==> src/sasc_pkg.sv <==
// Package for the auxiliary serial status and control block.
// Assumes a classic Wishbone master with 32-bit data and byte addresses.
package sasc_pkg;
  localparam logic [7:0] OFS_STATUS = 8'h00;
  localparam logic [7:0] OFS_CONTROL = 8'h04;
  localparam logic [7:0] OFS_IRQ_MASK = 8'h08;
  localparam logic [7:0] OFS_MODE = 8'h0C;
  localparam int BIT_BRK_FLAG = 7;
  localparam int BIT_EDGE_FLAG = 6;
  localparam int BIT_RX_INVERT = 4;
  localparam int BIT_WAKE_SEL = 3;
  localparam int BIT_LONG_BREAK = 2;
  localparam int BIT_BRK_DET_EN = 1;
  localparam int BIT_RX_ACTIVE = 0;
  localparam int BIT_RX_NINTH = 7;
  localparam int BIT_TX_NINTH = 6;
  localparam int BIT_SW_DIR = 5;
  localparam int BIT_TX_INVERT = 4;
  localparam int BIT_LOOP_SEL = 0;
  localparam int BIT_RX_SOURCE_SELECT_SEL = 1;
  localparam int BIT_NINE_BIT = 2;
  localparam logic [3:0] IE_RESET = 4'h0;
  localparam logic [1:0] MASK_RESET = 2'h0;
  localparam logic [3:0] BRK_DET_SHORT = 4'hA;
  localparam logic [3:0] BRK_DET_LONG = 4'hB;
  localparam logic [3:0] TX_BRK_SHORT = 4'hA;
  localparam logic [3:0] TX_BRK_LONG = 4'hD;
  localparam logic [3:0] BRK_CNT_MAX = 4'hF;

  typedef struct packed {
    logic cyc;
    logic stb;
    logic we;
    logic [7:0] adr;
    logic [3:0] sel;
    logic [31:0] dat;
  } sasc_wb_req_s;

  typedef struct packed {
    logic bit_tick;
    logic start_seen;
    logic idle_seen;
    logic char_done;
    logic stop_zero;
    logic ninth_in;
    logic buf_full;
    logic standby;
  } sasc_rx_evt_s;

  typedef struct packed {
    logic overrun;
    logic noise;
    logic framing;
    logic parity;
  } sasc_err_s;

  typedef struct packed {
    logic ack;
    logic [7:0] rdat;
    logic brk_flag;
    logic edge_flag;
    logic rx_invert;
    logic wake_sel;
    logic long_break;
    logic brk_det_en;
    logic rx_active;
    logic rx_ninth;
    logic tx_ninth;
    logic sw_dir;
    logic tx_invert;
    logic [3:0] ie;
    logic [1:0] irq_mask;
    logic loop_sel;
    logic rx_source_select_sel;
    logic nine_bit;
    logic rx_prev;
    logic [3:0] brk_cnt;
    logic irq;
    logic err_irq;
    logic tx_pin_out;
    logic tx_pin_oe;
    logic fe_set;
    logic full_set;
    logic idle_set;
    logic [3:0] tx_brk_len;
  } sasc_state_s;
endpackage

==> src/sasc_aux.sv <==
// Auxiliary status and control logic of an asynchronous serial port.
// Assumes the receive core, baud ticks and pins are synchronous to sys_clk.
`timescale 1ns/1ps
module sasc_aux (
  input wire logic sys_clk,
  input wire logic rst_n,
  input sasc_pkg::sasc_wb_req_s wb_req,
  output logic wb_ack,
  output logic [31:0] wb_rdata,
  input sasc_pkg::sasc_rx_evt_s rx_evt,
  input sasc_pkg::sasc_err_s err_flags,
  input wire logic rx_pin,
  input wire logic tx_core,
  input wire logic tx_pin_in,
  output logic tx_pin_out,
  output logic tx_pin_oe,
  output logic rx_line,
  output logic fe_set,
  output logic rx_full_set,
  output logic idle_set,
  output logic rx_ninth_bit,
  output logic tx_ninth_bit,
  output logic [3:0] tx_brk_len,
  output logic irq,
  output logic err_irq
);
  sasc_pkg::sasc_state_s cur;
  sasc_pkg::sasc_state_s nxt;
  logic line_now;
  logic wr_now;
  logic [7:0] wd;
  logic [3:0] thr;
  logic brk_hit;
  logic load_char;

  always_comb begin
    nxt = cur;
    // The receive source follows loop mode; inversion covers all uses.
    if (!cur.loop_sel) begin
      line_now = rx_pin ^ cur.rx_invert;
    end else if (cur.rx_source_select_sel) begin
      line_now = tx_pin_in ^ cur.rx_invert;
    end else begin
      line_now = (tx_core ^ cur.tx_invert) ^ cur.rx_invert;
    end
    wr_now = wb_req.cyc && wb_req.stb && wb_req.we && cur.ack && wb_req.sel[0];
    wd = wb_req.dat[7:0];
    // Threshold grows by one with the enable and with nine-bit frames.
    thr = (cur.brk_det_en ? sasc_pkg::BRK_DET_LONG : sasc_pkg::BRK_DET_SHORT)
        + {3'h0, cur.nine_bit};
    brk_hit = rx_evt.bit_tick && !line_now && ((cur.brk_cnt + 4'h1) == thr);
    load_char = rx_evt.char_done && !cur.brk_det_en && !rx_evt.buf_full;
    nxt.rx_prev = line_now;
    if (rx_evt.bit_tick) begin
      if (line_now) begin
        nxt.brk_cnt = 4'h0;
      end else if (cur.brk_cnt != sasc_pkg::BRK_CNT_MAX) begin
        nxt.brk_cnt = cur.brk_cnt + 4'h1;
      end
    end
    nxt.ack = wb_req.cyc && wb_req.stb && !cur.ack;
    nxt.rdat = 8'h00;
    if (wb_req.cyc && wb_req.stb && !cur.ack && !wb_req.we) begin
      unique case (wb_req.adr)
        sasc_pkg::OFS_STATUS: begin
          nxt.rdat = {cur.brk_flag, cur.edge_flag, 1'b0, cur.rx_invert, cur.wake_sel,
                      cur.long_break, cur.brk_det_en, cur.rx_active};
        end
        sasc_pkg::OFS_CONTROL: begin
          nxt.rdat = {cur.rx_ninth, cur.tx_ninth, cur.sw_dir, cur.tx_invert, cur.ie};
        end
        sasc_pkg::OFS_IRQ_MASK: begin
          nxt.rdat = {cur.irq_mask, 6'h00};
        end
        sasc_pkg::OFS_MODE: begin
          nxt.rdat = {5'h00, cur.nine_bit, cur.rx_source_select_sel, cur.loop_sel};
        end
        default: begin
          nxt.rdat = 8'h00;
        end
      endcase
    end
    if (wr_now) begin
      unique case (wb_req.adr)
        sasc_pkg::OFS_STATUS: begin
          if (wd[sasc_pkg::BIT_BRK_FLAG]) begin
            nxt.brk_flag = 1'b0;
          end
          if (wd[sasc_pkg::BIT_EDGE_FLAG]) begin
            nxt.edge_flag = 1'b0;
          end
          nxt.rx_invert = wd[sasc_pkg::BIT_RX_INVERT];
          nxt.wake_sel = wd[sasc_pkg::BIT_WAKE_SEL];
          nxt.long_break = wd[sasc_pkg::BIT_LONG_BREAK];
          nxt.brk_det_en = wd[sasc_pkg::BIT_BRK_DET_EN];
        end
        sasc_pkg::OFS_CONTROL: begin
          nxt.tx_ninth = wd[sasc_pkg::BIT_TX_NINTH];
          nxt.sw_dir = wd[sasc_pkg::BIT_SW_DIR];
          nxt.tx_invert = wd[sasc_pkg::BIT_TX_INVERT];
          nxt.ie = wd[3:0];
        end
        sasc_pkg::OFS_IRQ_MASK: begin
          nxt.irq_mask = wd[7:6];
        end
        sasc_pkg::OFS_MODE: begin
          nxt.loop_sel = wd[sasc_pkg::BIT_LOOP_SEL];
          nxt.rx_source_select_sel = wd[sasc_pkg::BIT_RX_SOURCE_SELECT_SEL];
          nxt.nine_bit = wd[sasc_pkg::BIT_NINE_BIT];
        end
        default: begin
        end
      endcase
    end
    // Hardware sets win over a write-one clear in the same cycle.
    if (brk_hit && cur.brk_det_en) begin
      nxt.brk_flag = 1'b1;
    end
    if (cur.rx_prev && !line_now) begin
      nxt.edge_flag = 1'b1;
    end
    if (rx_evt.idle_seen) begin
      nxt.rx_active = 1'b0;
    end else if (rx_evt.start_seen) begin
      nxt.rx_active = 1'b1;
    end
    if (load_char) begin
      nxt.rx_ninth = rx_evt.ninth_in;
    end
    // Framing is raised only together with buffer-full; neither is raised under break detect.
    nxt.fe_set = rx_evt.char_done && rx_evt.stop_zero && !cur.brk_det_en;
    nxt.full_set = rx_evt.char_done && !cur.brk_det_en;
    nxt.idle_set = rx_evt.idle_seen && (!rx_evt.standby || cur.wake_sel);
    nxt.tx_brk_len = (cur.long_break ? sasc_pkg::TX_BRK_LONG : sasc_pkg::TX_BRK_SHORT)
                   + {3'h0, cur.nine_bit};
    nxt.tx_pin_out = tx_core ^ cur.tx_invert;
    nxt.tx_pin_oe = !(cur.loop_sel && cur.rx_source_select_sel && !cur.sw_dir);
    nxt.err_irq = (err_flags.overrun && cur.ie[3])
                || (err_flags.noise && cur.ie[2])
                || (err_flags.framing && cur.ie[1])
                || (err_flags.parity && cur.ie[0]);
    nxt.irq = |({nxt.brk_flag, nxt.edge_flag} & cur.irq_mask);
  end

  always_ff @(posedge sys_clk) begin
    if (!rst_n) begin
      cur <= '0;
      cur.rx_prev <= 1'b1;
      cur.tx_pin_out <= 1'b1;
      cur.tx_pin_oe <= 1'b1;
      cur.ie <= sasc_pkg::IE_RESET;
      cur.irq_mask <= sasc_pkg::MASK_RESET;
      cur.tx_brk_len <= sasc_pkg::TX_BRK_SHORT;
    end else begin
      cur <= nxt;
    end
  end

  assign wb_ack = cur.ack;
  assign wb_rdata = {24'h000000, cur.rdat};
  assign tx_pin_out = cur.tx_pin_out;
  assign tx_pin_oe = cur.tx_pin_oe;
  assign rx_line = cur.rx_prev;
  assign fe_set = cur.fe_set;
  assign rx_full_set = cur.full_set;
  assign idle_set = cur.idle_set;
  assign rx_ninth_bit = cur.rx_ninth;
  assign tx_ninth_bit = cur.tx_ninth;
  assign tx_brk_len = cur.tx_brk_len;
  assign irq = cur.irq;
  assign err_irq = cur.err_irq;

  property p_brk_needs_en;
    @(posedge sys_clk) disable iff (!rst_n)
    $rose(cur.brk_flag) |-> $past(cur.brk_det_en) && $past(brk_hit);
  endproperty
  a_brk_needs_en: assert property (p_brk_needs_en) else $error("break flag without enable");

  property p_edge_sets;
    @(posedge sys_clk) disable iff (!rst_n)
    (cur.rx_prev && !line_now) |=> cur.edge_flag;
  endproperty
  a_edge_sets: assert property (p_edge_sets) else $error("edge flag not set");

  property p_rx_invert;
    @(posedge sys_clk) disable iff (!rst_n)
    (!cur.loop_sel && cur.rx_invert) |=> (rx_line != $past(rx_pin));
  endproperty
  a_rx_invert: assert property (p_rx_invert) else $error("receive line not inverted");

  property p_wake_quiet;
    @(posedge sys_clk) disable iff (!rst_n)
    (rx_evt.idle_seen && rx_evt.standby && !cur.wake_sel) |=> !idle_set;
  endproperty
  a_wake_quiet: assert property (p_wake_quiet) else $error("idle set during standby");

  property p_long_break;
    @(posedge sys_clk) disable iff (!rst_n)
    (cur.long_break && !cur.nine_bit) |=> (tx_brk_len == 4'hD);
  endproperty
  a_long_break: assert property (p_long_break) else $error("long break length wrong");

  property p_brk_thr;
    @(posedge sys_clk) disable iff (!rst_n)
    (rx_evt.bit_tick && !line_now && cur.brk_det_en && !cur.nine_bit && cur.brk_cnt == 4'hA)
      |=> cur.brk_flag;
  endproperty
  a_brk_thr: assert property (p_brk_thr) else $error("break threshold wrong");

  property p_no_fe_in_brk;
    @(posedge sys_clk) disable iff (!rst_n)
    (fe_set || rx_full_set) |-> !$past(cur.brk_det_en);
  endproperty
  a_no_fe_in_brk: assert property (p_no_fe_in_brk) else $error("flag set under break detect");

  property p_active;
    @(posedge sys_clk) disable iff (!rst_n)
    (rx_evt.start_seen && !rx_evt.idle_seen) |=> cur.rx_active;
  endproperty
  a_active: assert property (p_active) else $error("receiver active not set");

  property p_idle_clears;
    @(posedge sys_clk) disable iff (!rst_n)
    rx_evt.idle_seen |=> !cur.rx_active;
  endproperty
  a_idle_clears: assert property (p_idle_clears) else $error("active not cleared on idle");

  property p_ninth;
    @(posedge sys_clk) disable iff (!rst_n)
    load_char |=> (rx_ninth_bit == $past(rx_evt.ninth_in));
  endproperty
  a_ninth: assert property (p_ninth) else $error("ninth bit not captured");

  property p_single_wire;
    @(posedge sys_clk) disable iff (!rst_n)
    (cur.loop_sel && cur.rx_source_select_sel) |=> (tx_pin_oe == $past(cur.sw_dir));
  endproperty
  a_single_wire: assert property (p_single_wire) else $error("single-wire direction wrong");

  property p_tx_invert;
    @(posedge sys_clk) disable iff (!rst_n)
    cur.tx_invert |=> (tx_pin_out != $past(tx_core));
  endproperty
  a_tx_invert: assert property (p_tx_invert) else $error("transmit not inverted");

  property p_err_irq;
    @(posedge sys_clk) disable iff (!rst_n)
    (|({err_flags.overrun, err_flags.noise, err_flags.framing, err_flags.parity} & cur.ie))
      |=> err_irq;
  endproperty
  a_err_irq: assert property (p_err_irq) else $error("error request missing");

  property p_err_quiet;
    @(posedge sys_clk) disable iff (!rst_n)
    (cur.ie == 4'h0) |=> !err_irq;
  endproperty
  a_err_quiet: assert property (p_err_quiet) else $error("error request while disabled");

  property p_fe_pair;
    @(posedge sys_clk) disable iff (!rst_n)
    (rx_evt.char_done && rx_evt.stop_zero && !cur.brk_det_en) |=> fe_set && rx_full_set;
  endproperty
  a_fe_pair: assert property (p_fe_pair) else $error("framing pair missing");

  property p_ack_one;
    @(posedge sys_clk) disable iff (!rst_n)
    wb_ack |=> !wb_ack;
  endproperty
  a_ack_one: assert property (p_ack_one) else $error("ack longer than one cycle");

  property p_brk_clear;
    @(posedge sys_clk) disable iff (!rst_n)
    (wr_now && wb_req.adr == sasc_pkg::OFS_STATUS && wd[sasc_pkg::BIT_BRK_FLAG]
      && !brk_hit) |=> !cur.brk_flag;
  endproperty
  a_brk_clear: assert property (p_brk_clear) else $error("break flag not cleared");

  property p_brk_hold;
    @(posedge sys_clk) disable iff (!rst_n)
    (cur.brk_flag && !(wr_now && wb_req.adr == sasc_pkg::OFS_STATUS
      && wd[sasc_pkg::BIT_BRK_FLAG])) |=> cur.brk_flag;
  endproperty
  a_brk_hold: assert property (p_brk_hold) else $error("break flag lost");

  property p_edge_clear;
    @(posedge sys_clk) disable iff (!rst_n)
    (wr_now && wb_req.adr == sasc_pkg::OFS_STATUS && wd[sasc_pkg::BIT_EDGE_FLAG]
      && !(cur.rx_prev && !line_now)) |=> !cur.edge_flag;
  endproperty
  a_edge_clear: assert property (p_edge_clear) else $error("edge flag not cleared");

  property p_edge_cause;
    @(posedge sys_clk) disable iff (!rst_n)
    $rose(cur.edge_flag) |-> $past(cur.rx_prev) && !$past(line_now);
  endproperty
  a_edge_cause: assert property (p_edge_cause) else $error("edge flag without edge");

  property p_rx_plain;
    @(posedge sys_clk) disable iff (!rst_n)
    (!cur.loop_sel && !cur.rx_invert) |=> (rx_line == $past(rx_pin));
  endproperty
  a_rx_plain: assert property (p_rx_plain) else $error("receive line altered");

  property p_wake_loud;
    @(posedge sys_clk) disable iff (!rst_n)
    (rx_evt.idle_seen && (!rx_evt.standby || cur.wake_sel)) |=> idle_set;
  endproperty
  a_wake_loud: assert property (p_wake_loud) else $error("idle not reported");

  property p_short_break;
    @(posedge sys_clk) disable iff (!rst_n)
    (!cur.long_break && !cur.nine_bit) |=> (tx_brk_len == sasc_pkg::TX_BRK_SHORT);
  endproperty
  a_short_break: assert property (p_short_break) else $error("short break length wrong");

  property p_nine_break;
    @(posedge sys_clk) disable iff (!rst_n)
    (cur.long_break && cur.nine_bit) |=> (tx_brk_len == 4'hE);
  endproperty
  a_nine_break: assert property (p_nine_break) else $error("nine-bit break length wrong");

  property p_brk_early;
    @(posedge sys_clk) disable iff (!rst_n)
    (cur.brk_det_en && !cur.nine_bit && cur.brk_cnt < 4'hA) |-> !brk_hit;
  endproperty
  a_brk_early: assert property (p_brk_early) else $error("break detected too early");

  property p_brk_thr_nine;
    @(posedge sys_clk) disable iff (!rst_n)
    (rx_evt.bit_tick && !line_now && cur.brk_det_en && cur.nine_bit && cur.brk_cnt == 4'hB)
      |=> cur.brk_flag;
  endproperty
  a_brk_thr_nine: assert property (p_brk_thr_nine) else $error("nine-bit break missed");

  property p_fe_only_zero;
    @(posedge sys_clk) disable iff (!rst_n)
    (rx_evt.char_done && !rx_evt.stop_zero) |=> !fe_set;
  endproperty
  a_fe_only_zero: assert property (p_fe_only_zero) else $error("framing without zero stop");

  property p_full_pulse;
    @(posedge sys_clk) disable iff (!rst_n)
    (rx_evt.char_done && !cur.brk_det_en) |=> rx_full_set;
  endproperty
  a_full_pulse: assert property (p_full_pulse) else $error("buffer full not raised");

  property p_tx_plain;
    @(posedge sys_clk) disable iff (!rst_n)
    !cur.tx_invert |=> (tx_pin_out == $past(tx_core));
  endproperty
  a_tx_plain: assert property (p_tx_plain) else $error("transmit altered");

  property p_oe_other;
    @(posedge sys_clk) disable iff (!rst_n)
    !(cur.loop_sel && cur.rx_source_select_sel) |=> tx_pin_oe;
  endproperty
  a_oe_other: assert property (p_oe_other) else $error("transmit pin not driven");

  property p_tx_ninth;
    @(posedge sys_clk) disable iff (!rst_n)
    (wr_now && wb_req.adr == sasc_pkg::OFS_CONTROL && wd[sasc_pkg::BIT_TX_NINTH])
      |=> tx_ninth_bit;
  endproperty
  a_tx_ninth: assert property (p_tx_ninth) else $error("ninth transmit bit lost");
endmodule

==> config.mk <==
export PLATFORM = sky130hd
export DESIGN_NAME = sasc_aux
export DESIGN_NICKNAME = d
export VERILOG_FILES = /design/src/sasc_pkg.sv /design/src/sasc_aux.sv
export SDC_FILE = /design/constraint.sdc
export NUM_CORES = 1
export LEC_CHECK = 0
export BUFFER_PORTS_ARGS = -buffer_cell sky130_fd_sc_hd__buf_4
export CAP_MARGIN = 15
export CORE_MARGIN = 2
export CORE_UTILIZATION = 45
export DETAILED_ROUTE_END_ITERATION = 6
export GPL_TIMING_DRIVEN = 1
export PLACE_DENSITY_LB_ADDON = 0.15
export SYNTH_ARGS = -nofsm -noshare
export SYNTH_HDL_FRONTEND = slang
export SYNTH_SLANG_ARGS = --single-unit
==> constraint.sdc <==
create_clock -name sys_clk -period 2.5 [get_ports sys_clk]
set_clock_uncertainty 0.1 [all_clocks]
set_input_delay 0.125 -clock sys_clk [delete_from_list [all_inputs] [get_ports sys_clk]]
set_output_delay 0.125 -clock sys_clk [all_outputs]
set_load 0.02 [all_outputs]
==> results of run 1 <==
registers in the layout, summed over array words and instances, names as in the netlist:
name	flops
tx_pin_oe	1
err_irq	1
rx_full_set	1
tx_ninth_bit	1
fe_set	1
cur	22
tx_pin_out	1
wb_ack	1
idle_set	1
irq	1
rx_line	1
tx_brk_len	3
rx_ninth_bit	1
wb_rdata	8
cell usage after synthesis (all sizes together) (3+ instances only):
cell type  instances
xnor2              4
buf               42
clkbuf             4
inv                9
a21oi              9
a31oi              3
dfxtp             44
mux2i             23
nor3b              3
nor3               4
nand2b             4
ha                 4
o21ai              5
nand3              3
nor2b              3
or4                3
nor2              30
nand2             14
how the worst max path moves through the flow:
stage,from,to,slack (ns),depth (start not counted)
final,wb_req[37],cur[24]$_SDFFE_PN0P_,0.50,7
after detailed placement,wb_req[37],cur[25]$_SDFFE_PN0P_,0.19,7
after global routing,wb_req[37],cur[21]$_SDFFE_PN0P_,0.45,7
after global placement,wb_req[37],cur[23]$_SDFFE_PN0P_,0.20,7
after CTS,wb_req[37],cur[25]$_SDFFE_PN0P_,0.50,7
after floorplan,wb_req[37],cur[22]$_SDFFE_PN0P_,0.43,7
cell type report:
| type | count | area (sq um) |
|---|---|---|
| Clock buffer | 6 | 72.57 |
| Clock inverter | 2 | 35.03 |
| Fill cell | 436 | 1953 |
| Inverter | 9 | 33.78 |
| Multi-Input combinational cell | 161 | 999.7 |
| Sequential cell | 44 | 880.8 |
| Tap cell | 54 | 67.56 |
| Timing Repair Buffer | 77 | 618.1 |
stage by stage:
| step | cells | total power, mW |
|---|---|---|
| floorplan | 260 | 0.8455 |
| global placement | 329 | 0.8831 |
| detailed placement | 329 | 0.8830 |
| CTS | 353 | 1.430 |
| global route | 353 | 1.477 |
| finish | 353 | 1.422 |
cells by family after synthesis:
family          Yosys count
mux                      23
buf+inv                  55
simple gates             73
xor+xnor                  5
compound gates           31
flops                    44
other cells               2
fa+ha+maj                 4
worst reg2reg max path, delay by kind of cell (launching register included):
family | cells | cell delay (ns)
and+or+nand+nor | 4 | 0.86
buffers and inverters | 1 | 0.22
muxes | 1 | 0.21
DFF | 1 | 0.34
power groups by stage:
| stage | Clock, mW | Sequential [mW] | Combinational, mW |
|---|---|---|---|
| after floorplan | 0 | 0.737 | 0.108 |
| after global placement | 0 | 0.732 | 0.152 |
| after detailed placement | 0 | 0.732 | 0.151 |
| after CTS | 0.543 | 0.715 | 0.171 |
| after global routing | 0.574 | 0.716 | 0.186 |
| final | 0.535 | 0.715 | 0.172 |
routing by layer:
metal	part of all wire [%]	GRT usage (%)	routed length (microns)	up-vias
li1	-	-	-	857
met1	46	20.38	1939	745
met2	47	26.83	1989	49
met3	5.5	4.390	231	5
met4	1.2	5.556	51	0
met5	0	0	0	-
layout by cell type, fill, tap and decap left out, drive strengths merged, types with 2 or more instances in the layout:
master,n
nand4,2
mux2i,23
clkbuf,6
o221ai,2
xnor2,4
o21ai,5
nor3,4
conb,25
or3,2
nand2,14
nor3b,3
a21oi,9
dlygate4sd3,16
a22oi,2
nor2b,3
nand3,3
ha,4
or4,3
buf,61
inv,9
and3,2
nand2b,4
nor2,30
o22a,2
dfxtp,44
a31oi,3
what timing repair did:
action / in CTS / in global routing
endpoints found under the hold margin: 24 / 0
hold buffers: 16 / 0
setup buffers: 0 / 0
==> key figures, run 1 <==
Outcome
  • Status: finished clean

Placement
  • Placed Area: 2440 sq um
  • Place WS: 0.1887 ns
  • Hpwl dp: around 2.9 mm
  • Port buffer count: 58
  • Placer Congestion: 0.8296

Synthesis
  • Yosys top cell by area: dfxtp_1
  • Register area share after synthesis: 40.79%
  • Post-synthesis compound-gate area fraction: 9.907%
  • Xor/xnor share of the synthesized area: 2.028%
  • YS warnings: 0
  • Largest family of logic cells by synthesized area: simple AND/OR/NAND/NOR gates
  • Syn avg cell area: 9.112 sq um
  • Synth async-reset ratio: 0%
  • Yosys reg bits: 44
  • Mux contribution to synthesized area: 10.66%
  • Synth Instances: 237
  • Post-synth EDFFs: 0
  • Post-Syn Area: 2160 sq um
  • Synth top area share: 40.79%
  • Distinct cells, synth: 44
  • Synth top area cells: dfxtp_1 (41%), buf_4 (13%), mux2i_1 (11%)
  • Area share of and/or/nand/nor cells after synthesis: 17.03%
  • Ys flop type: dfxtp_1
  • Post-Synth Adder-Cell Area: 2.317%

Setup path
  • R2r endpoint: cur[24]$_SDFFE_PN0P_
  • CP Class: in2reg
  • Crit path largest cell delay: 0.58 ns
  • Crit path DAT: 2.09 ns
  • RR Startpoint: wb_ack$_SDFF_PN0_
  • Crit-path slowest cell: or4_4
  • R2R Setup Slk: 0.66 ns
  • Cell family with most CP delay: simple AND/OR/NAND/NOR gates
  • CP cell instances: buf_4, or4_4, or4_4, nor3b_2, buf_4, mux2i_1, nor2_1
  • Crit. End Element: flip-flop
  • Worst r2r path cells: 6
  • Worst EP required: 2.59 ns
  • Critical path fanouts, max: 7
  • Worst Setup Start Kind: input port
  • Crit path buffers/inverters: 2

Clock network
  • CTS sink count: 44
  • Worst-Skew Late Latency: 0.30 ns
  • Worst-path clk slew: 0.09 ns
  • Total CTS buffers: 5
  • H-tree Lvls: 2
  • CTS tree: done
  • Root Buffer: clkbuf_8
  • Max clock buf depth: 2
  • Post-CTS sizing: 0

Routing
  • Via/cell ratio: 4.691
  • Routed Antenna Nets: 0
  • WL per Instance: 11.93 microns
  • DR pass1 iterations: 4
  • Initial DRC count: 88
  • Drt total wl: 4.211 mm
  • Total vias in the final route: 1,656
  • Drt drc: 0

Power
  • Static leakage: around 1.2 nW
  • P_int: about 1.1 mW
  • Flop pwr share: 50.3%
  • Switching share of power: 23.67%
  • Net Sw Power: 0.3367 mW
  • VDD IR-drop max: 0.0002801 V
  • Logic pwr share: around an eighth
  • Clock network power share: 37.6%
  • Power per standard cell area: roughly 530 nW/um^2

GRT
  • Vias in the first global route: 1,489
  • Largest net degree at the start of global routing: 28
  • Gr usage total: 16.23%
  • First-pass GRT wire length: 6.651 mm
  • Grt ovf: 0
  • Initial antenna violation count: 0

Final layout
  • Design area: about 2700 sq um
  • Fraction of layout cells with a size suffix above 1: 25.42%
  • Antenna cells: 0
  • Post-layout util: between 50% and 60%
  • Area grow syn2layout: 25.38%
  • Nets: around 370

Die
  • DIE WIDTH: 73.28 microns
  • Die height: 73.28 microns
  • Initial Utilization: 46.34%
  • Io pins: around 110
  • Die Area: 5369 sq um
  • Core area: 4661 sq um
  • FP Rows: 25

Hold path
  • Worst Hold Depth: 3
  • Worst hold path class: in2reg
  • Hold Path End: err_irq$_SDFF_PN0_
  • Worst hold start: err_flags[0]

Timing
  • Period utilisation layout: 79.90%
  • Hold Violations, Final: 0
  • Final WS setup: 0.5024 ns
  • Tmin final: 1.998 ns
  • RSZ-0062 raised after global routing: no
  • Setup TNS: 0 ns
  • WHS: 0.01587 ns
  • Fmax: 500.6 MHz
  • Setup violations, final: 0
  • Final Slew Violations: 0

Run
  • Max_cap viols: 0
Note: power is estimated with default switching activity, not from simulation.
==> run 2: changes to the inputs <==
==> constraint.sdc (replaced) <==
create_clock -name sys_clk -period 2 [get_ports sys_clk]
set_clock_uncertainty 0.1 [all_clocks]
set_input_delay 0.1 -clock sys_clk [delete_from_list [all_inputs] [get_ports sys_clk]]
set_output_delay 0.1 -clock sys_clk [all_outputs]
set_load 0.02 [all_outputs]
==> run 2 against run 1 <==
Worst setup slack got worse by 0.37 ns. Die area unchanged. Clock power rose by 8.6%. Via count up 1.9%. Largest cell class unchanged. Largest power group unchanged.
==> key figures, run 2 (synthesized netlist as in run 1, its figures left out) <==
Routing
  • Routed Antenna Nets: 0 (unchanged)
  • DR pass1 iterations: 5 (+1)
  • Total vias in the final route: 1,687 (+1.9%)
  • Drt total wl: 4.477 mm (+6.3%)
  • Drt drc: 0 (unchanged)
  • Via/cell ratio: 4.686 (-0.11%)
  • Initial DRC count: 55 (-38%)
  • WL per Instance: 12.44 microns (+4.2%)

GRT
  • First-pass GRT wire length: 7.286 mm (+9.5%)
  • Largest net degree at the start of global routing: 28 (unchanged)
  • Initial antenna violation count: 0 (unchanged)
  • Gr usage total: 17.89% (+1.7 points)
  • Vias in the first global route: 1,588 (+6.6%)
  • Grt ovf: 0 (unchanged)

Power
  • Switching share of power: 25.11% (+1.4 points)
  • Power per standard cell area: 616.3 nW/um^2 (+17%)
  • Flop pwr share: 52.7% (+2.4 points)
  • Final Power: 1.697 mW (+19%)
  • Logic pwr share: 13.0% (+0.9 points)
  • Clock network power share: 34.3% (-3.3 points)
  • VDD IR-drop max: 0.0002675 V (-4.5%)
  • Net Sw Power: 0.4263 mW (+27%)
  • P_int: 1.271 mW (+17%)
  • Static leakage: 1.228 nW (+2.0%)

Final layout
  • Area grow syn2layout: 27.52%
  • Design area: 2754 sq um (+1.7%)
  • Most common cell after layout, fill and taps aside: buf_4
  • Largest register FFs: 22 (unchanged)
  • Largest register by flop count: cur
  • Most frequent cells in the layout: buf_4 (65), dfxtp_1 (44), nor2_1 (30)
  • Nets: 373 (+1.9%)
  • Fraction of layout cells with a size suffix above 1: 26.14% (+0.73 points)
  • Antenna cells: 0 (unchanged)

Timing
  • Period utilisation layout: 93.56%
  • Tmin final: ~1.9 ns
  • Final Slew Violations: 0 (unchanged)
  • RSZ-0062 raised after global routing: no
  • Hold Violations, Final: 0 (unchanged)
  • Fmax: 534.4 MHz
  • Setup violations, final: 0 (unchanged)

Hold path
  • Worst hold path class: in2reg

Clock network
  • Worst-Skew Late Latency: 0.30 ns (about the same)
  • CTS tree: done
  • Total CTS buffers: 5 (unchanged)
  • CTS sink count: 44 (unchanged)
  • Worst-path clk slew: 0.09 ns (about the same)
  • Max clock buf depth: 2 (unchanged)
  • H-tree Lvls: 2 (unchanged)
  • Root Buffer: clkbuf_8

Die
  • Initial Utilization: 46.34% (unchanged)
  • Die Area: 5369 sq um (unchanged)
  • Io pins: 111 (unchanged)
  • DIE WIDTH: 73.28 microns (unchanged)
  • Die height: 73.28 microns (unchanged)
  • Core area: 4661 sq um (unchanged)
  • FP Rows: 25 (unchanged)

Placement
  • Port buffer count: 58 (unchanged)
  • Hpwl dp: 3.167 mm (+9.2%)
  • Placer Congestion: 0.8397 (+1.2%)
  • Placed Area: 2470 sq um (+1.2%)

Setup path
  • Critical path fanouts, max: 6 (-1)
  • Crit. End Element: flip-flop
  • Worst Setup Start Kind: input port
  • Crit path DAT: 1.95 ns (-0.14 ns)
  • Worst EP required: 2.08 ns (-0.51 ns)
  • CP Class: in2reg

Run
  • Max_cap viols: 0 (unchanged)

Outcome
  • Status: finished clean
[run 2: worst max-delay path, cell delays in order]
cell and delay (ns):
buf_4 0.11, or4_4 0.52, or4_4 0.56, nor3b_2 0.20
buf_4 0.21, mux2i_1 0.20, nor2_1 0.05
[run 2: final cells by class]
class | instances | area, sq um
Fill cell | 424 | 1907
Multi-Input combinational cell | 161 | 999.7
Sequential cell | 44 | 880.8
Timing Repair Buffer | 84 | 678.2
Clock buffer | 7 | 86.33
Tap cell | 54 | 67.56
Inverter | 9 | 33.78
Clock inverter | 1 | 7.507
[run 2: worst paths after layout]
| path | from | to | slack (ns) | cells past startpoint |
|---|---|---|---|---|
| min | rx_evt[1] | rx_ninth_bit$_SDFFE_PN0P_ | 0.03 | 4 |
| max | wb_req[37] | cur[23]$_SDFFE_PN0P_ | 0.13 | 7 |
| min reg2reg | cur[26]$_SDFFE_PN0P_ | wb_rdata[5]$_SDFF_PN0_ | 0.35 | 2 |
| max reg2reg | wb_ack$_SDFF_PN0_ | cur[23]$_SDFFE_PN0P_ | 0.21 | 6 |
[run 2: layer usage]
layer / vias up / part of all wire, % / track usage [%]
li1: 873 / - / -
met1: 756 / 45 / 22.16
met2: 50 / 48 / 29.53
met3: 8 / 4.9 / 4.664
met4: 0 / 2.0 / 7.202
met5: - / 0 / 0
[run 2: through the flow]
| step | hold slack, ns | std cells | worst slack (ns) | util (%) | setup TNS [ns] |
|---|---|---|---|---|---|
| 6_report | 0.02659 | 360 | 0.1288 | 59.09 | 0 |
| 5_1_grt | 0.04367 | 360 | 0.03227 | 59.09 | 0 |
| 4_1_cts | 0.02189 | 360 | 0.1234 | 59.09 | 0 |
| 3_5_place_dp | 0.1763 | 333 | -0.1979 | 52.99 | -2.061 |
| 3_3_place_gp | 0.1740 | 333 | -0.1621 | 52.99 | -1.816 |
| 2_1_floorplan | 0.07679 | 260 | -0.02314 | - | -0.1725 |
[run 2: what timing repair did]
item | in CTS | in global routing
gates resized for setup | 0 | 0
hold buffers | 19 | 0
setup buffers | 0 | 0
hold endpoints to repair | 25 | 0
[run 2: power by group through the flow]
stage	Sequential, mW	Combinational [mW]	Clock [mW]
floorplan	0.922	0.135	0
detailed placement	0.915	0.193	0
global placement	0.915	0.192	0
CTS	0.894	0.221	0.588
global route	0.896	0.241	0.618
finish	0.894	0.221	0.581
==> run 3: changes to the inputs <==
--- a/config.mk
+++ b/config.mk
@@ -12,6 +12,7 @@
 export DETAILED_ROUTE_END_ITERATION = 6
 export GPL_TIMING_DRIVEN = 1
 export PLACE_DENSITY_LB_ADDON = 0.15
+export RECOVER_POWER = 50
 export SYNTH_ARGS = -nofsm -noshare
 export SYNTH_HDL_FRONTEND = slang
 export SYNTH_SLANG_ARGS = --single-unit
==> run 3 against run 2 <==
Worst setup slack gained 0.0015 ns. Clock power about the same. Sequential power is essentially flat. Via count is 0.12% lower. Critical path depth unchanged. Global-route usage is the same. Power is 0.31% lower. Core utilization down 1.8 points. Highest routed layer unchanged. Critical path type unchanged.
==> key figures, run 3 (synthesized netlist as in run 1, its figures left out) <==
Outcome
  • Status: finished clean

Power
  • Static leakage: 1.138 nW (-7.4%)
  • VDD IR-drop max: 0.0002670 V (-0.19%)
  • Power per standard cell area: 633.4 nW/um^2 (+2.8%)

Final layout
  • Design area: 2671 sq um (-3.0%)
  • Most common cell after layout, fill and taps aside: dfxtp_1
  • Largest register by flop count: cur
  • Finished Layout Cells: 360 (unchanged)
  • Fraction of layout cells with a size suffix above 1: 18.95% (-7.2 points)
  • Nets: 373 (unchanged)
  • Area grow syn2layout: 23.70%
  • Antenna cells: 0 (unchanged)
  • Largest register FFs: 22 (unchanged)
  • Most frequent cells in the layout: dfxtp_1 (44), buf_4 (39), nor2_1 (30)

Die
  • Io pins: 111 (unchanged)
  • FP Rows: 25 (unchanged)
  • Die height: 73.28 microns (unchanged)
  • Initial Utilization: 46.34% (unchanged)
  • Die Area: 5369 sq um (unchanged)
  • Core area: 4661 sq um (unchanged)
  • DIE WIDTH: 73.28 microns (unchanged)

Placement
  • Placed Area: 2470 sq um (unchanged)
  • Number of placed instances, taps included: 333 (unchanged)
  • Port buffer count: 58 (unchanged)
  • Placer Congestion: 0.8397 (unchanged)
  • Hpwl dp: 3.167 mm (unchanged)
  • Place WS: -0.1979 ns (unchanged)

Timing
  • Final WS setup: 0.1303 ns (+0.001530 ns)
  • Fmax: 534.9 MHz (about the same)
  • Hold Violations, Final: 0 (unchanged)
  • Final Slew Violations: 0 (unchanged)
  • Setup violations, final: 0 (unchanged)
  • RSZ-0062 raised after global routing: no
  • Tmin final: 1.870 ns (-0.001530 ns)
  • Period utilisation layout: 93.48% (about the same)

Setup path
  • Worst Setup Start Kind: input port
  • Worst EP required: 2.08 ns (about the same)
  • CP Class: in2reg
  • Crit. End Element: flip-flop
  • Crit path DAT: 1.95 ns (about the same)
  • Critical path fanouts, max: 6 (unchanged)

Clock network
  • Total CTS buffers: 5 (unchanged)
  • Worst-path clk slew: 0.09 ns (about the same)
  • Post-CTS Setup Inserts: 0 (unchanged)
  • H-tree Lvls: 2 (unchanged)
  • Worst-Skew Late Latency: 0.30 ns (about the same)
  • Root Buffer: clkbuf_8
  • CTS sink count: 44 (unchanged)
  • CTS tree: done
  • Max clock buf depth: 2 (unchanged)

Routing
  • Via/cell ratio: 4.681 (-0.12%)
  • Total vias in the final route: 1,685 (-0.12%)
  • Initial DRC count: 59 (+7.3%)
  • Routed Antenna Nets: 0 (unchanged)
  • Drt total wl: 4.483 mm (+0.13%)
  • Drt drc: 0 (unchanged)
  • WL per Instance: 12.45 microns (+0.13%)
  • DR pass1 iterations: 4 (-1)

GRT
  • Grt ovf: 0 (unchanged)
  • Initial antenna violation count: 0 (unchanged)
  • First-pass GRT wire length: 7.286 mm (unchanged)
  • Largest net degree at the start of global routing: 28 (unchanged)
  • Gr usage total: 17.89% (unchanged)
  • Vias in the first global route: 1,588 (unchanged)

Run
  • Max_cap viols: 0 (unchanged)

Hold path
  • Worst hold path class: in2reg
==> run 3: changes by cell type in the layout (fill, tap and decap cells not counted), sizes merged <==
cell | before | now
buf | 65 | 39
clkbuf | 7 | 33
==> run 3: power breakdown <==
group          internal, mW  total [mW]  switching [mW]  leakage (nW)
Clock                 0.281       0.583           0.302        0.0445
Sequential            0.887       0.894         0.00719         0.357
Combinational        0.0975       0.215           0.118         0.737
==> run 3: what timing repair did <==
action | in CTS | in global routing
hold endpoints to repair | 25 | 0
gates resized for setup | 0 | 0
hold buffers | 19 | 0
==> run 3: cell type report <==
cell class | instances | area (sq um)
multi-input combinational | 161 | 999.7
inverter | 9 | 33.78
timing repair buffer | 84 | 595.6
clock inverter | 1 | 7.507
tap | 54 | 67.56
fill | 451 | 1989
clock buffer | 7 | 86.33
sequential | 44 | 880.8
==> run 3: routing by layer <==
| metal | GRT usage [%] | part of all wire (%) |
|---|---|---|
| met3 | 4.664 | 5.3 |
| met4 | 7.202 | 2.0 |
| met1 | 22.16 | 45 |
| met2 | 29.53 | 48 |
| met5 | 0 | 0 |
==> run 3: critical path: stages <==
cell	delay, ns
buf_4	0.11
or4_4	0.52
or4_4	0.56
nor3b_2	0.20
buf_4	0.21
mux2i_1	0.20
nor2_1	0.05
==> run 3: final timing paths <==
kind                          endpoint  cells past startpoint  slack (ns)            startpoint
max               cur[23]$_SDFFE_PN0P_                      7        0.13            wb_req[37]
min          rx_ninth_bit$_SDFFE_PN0P_                      4        0.02             rx_evt[1]
max reg2reg       cur[23]$_SDFFE_PN0P_                      6        0.22     wb_ack$_SDFF_PN0_
min reg2reg     wb_rdata[5]$_SDFF_PN0_                      2        0.35  cur[26]$_SDFFE_PN0P_
==> run 3: per-stage QoR <==
stage / hold WS (ns) / total power, mW / setup TNS [ns] / utilization, %
6_report: 0.02493 / 1.692 / 0 / 57.32
5_1_grt: 0.04367 / 1.749 / 0 / 57.32
4_1_cts: 0.02189 / 1.704 / 0 / 59.09
3_5_place_dp: 0.1763 / 1.108 / -2.061 / 52.99
3_3_place_gp: 0.1740 / 1.107 / -1.816 / 52.99
2_1_floorplan: 0.07679 / 1.057 / -0.1725 / -
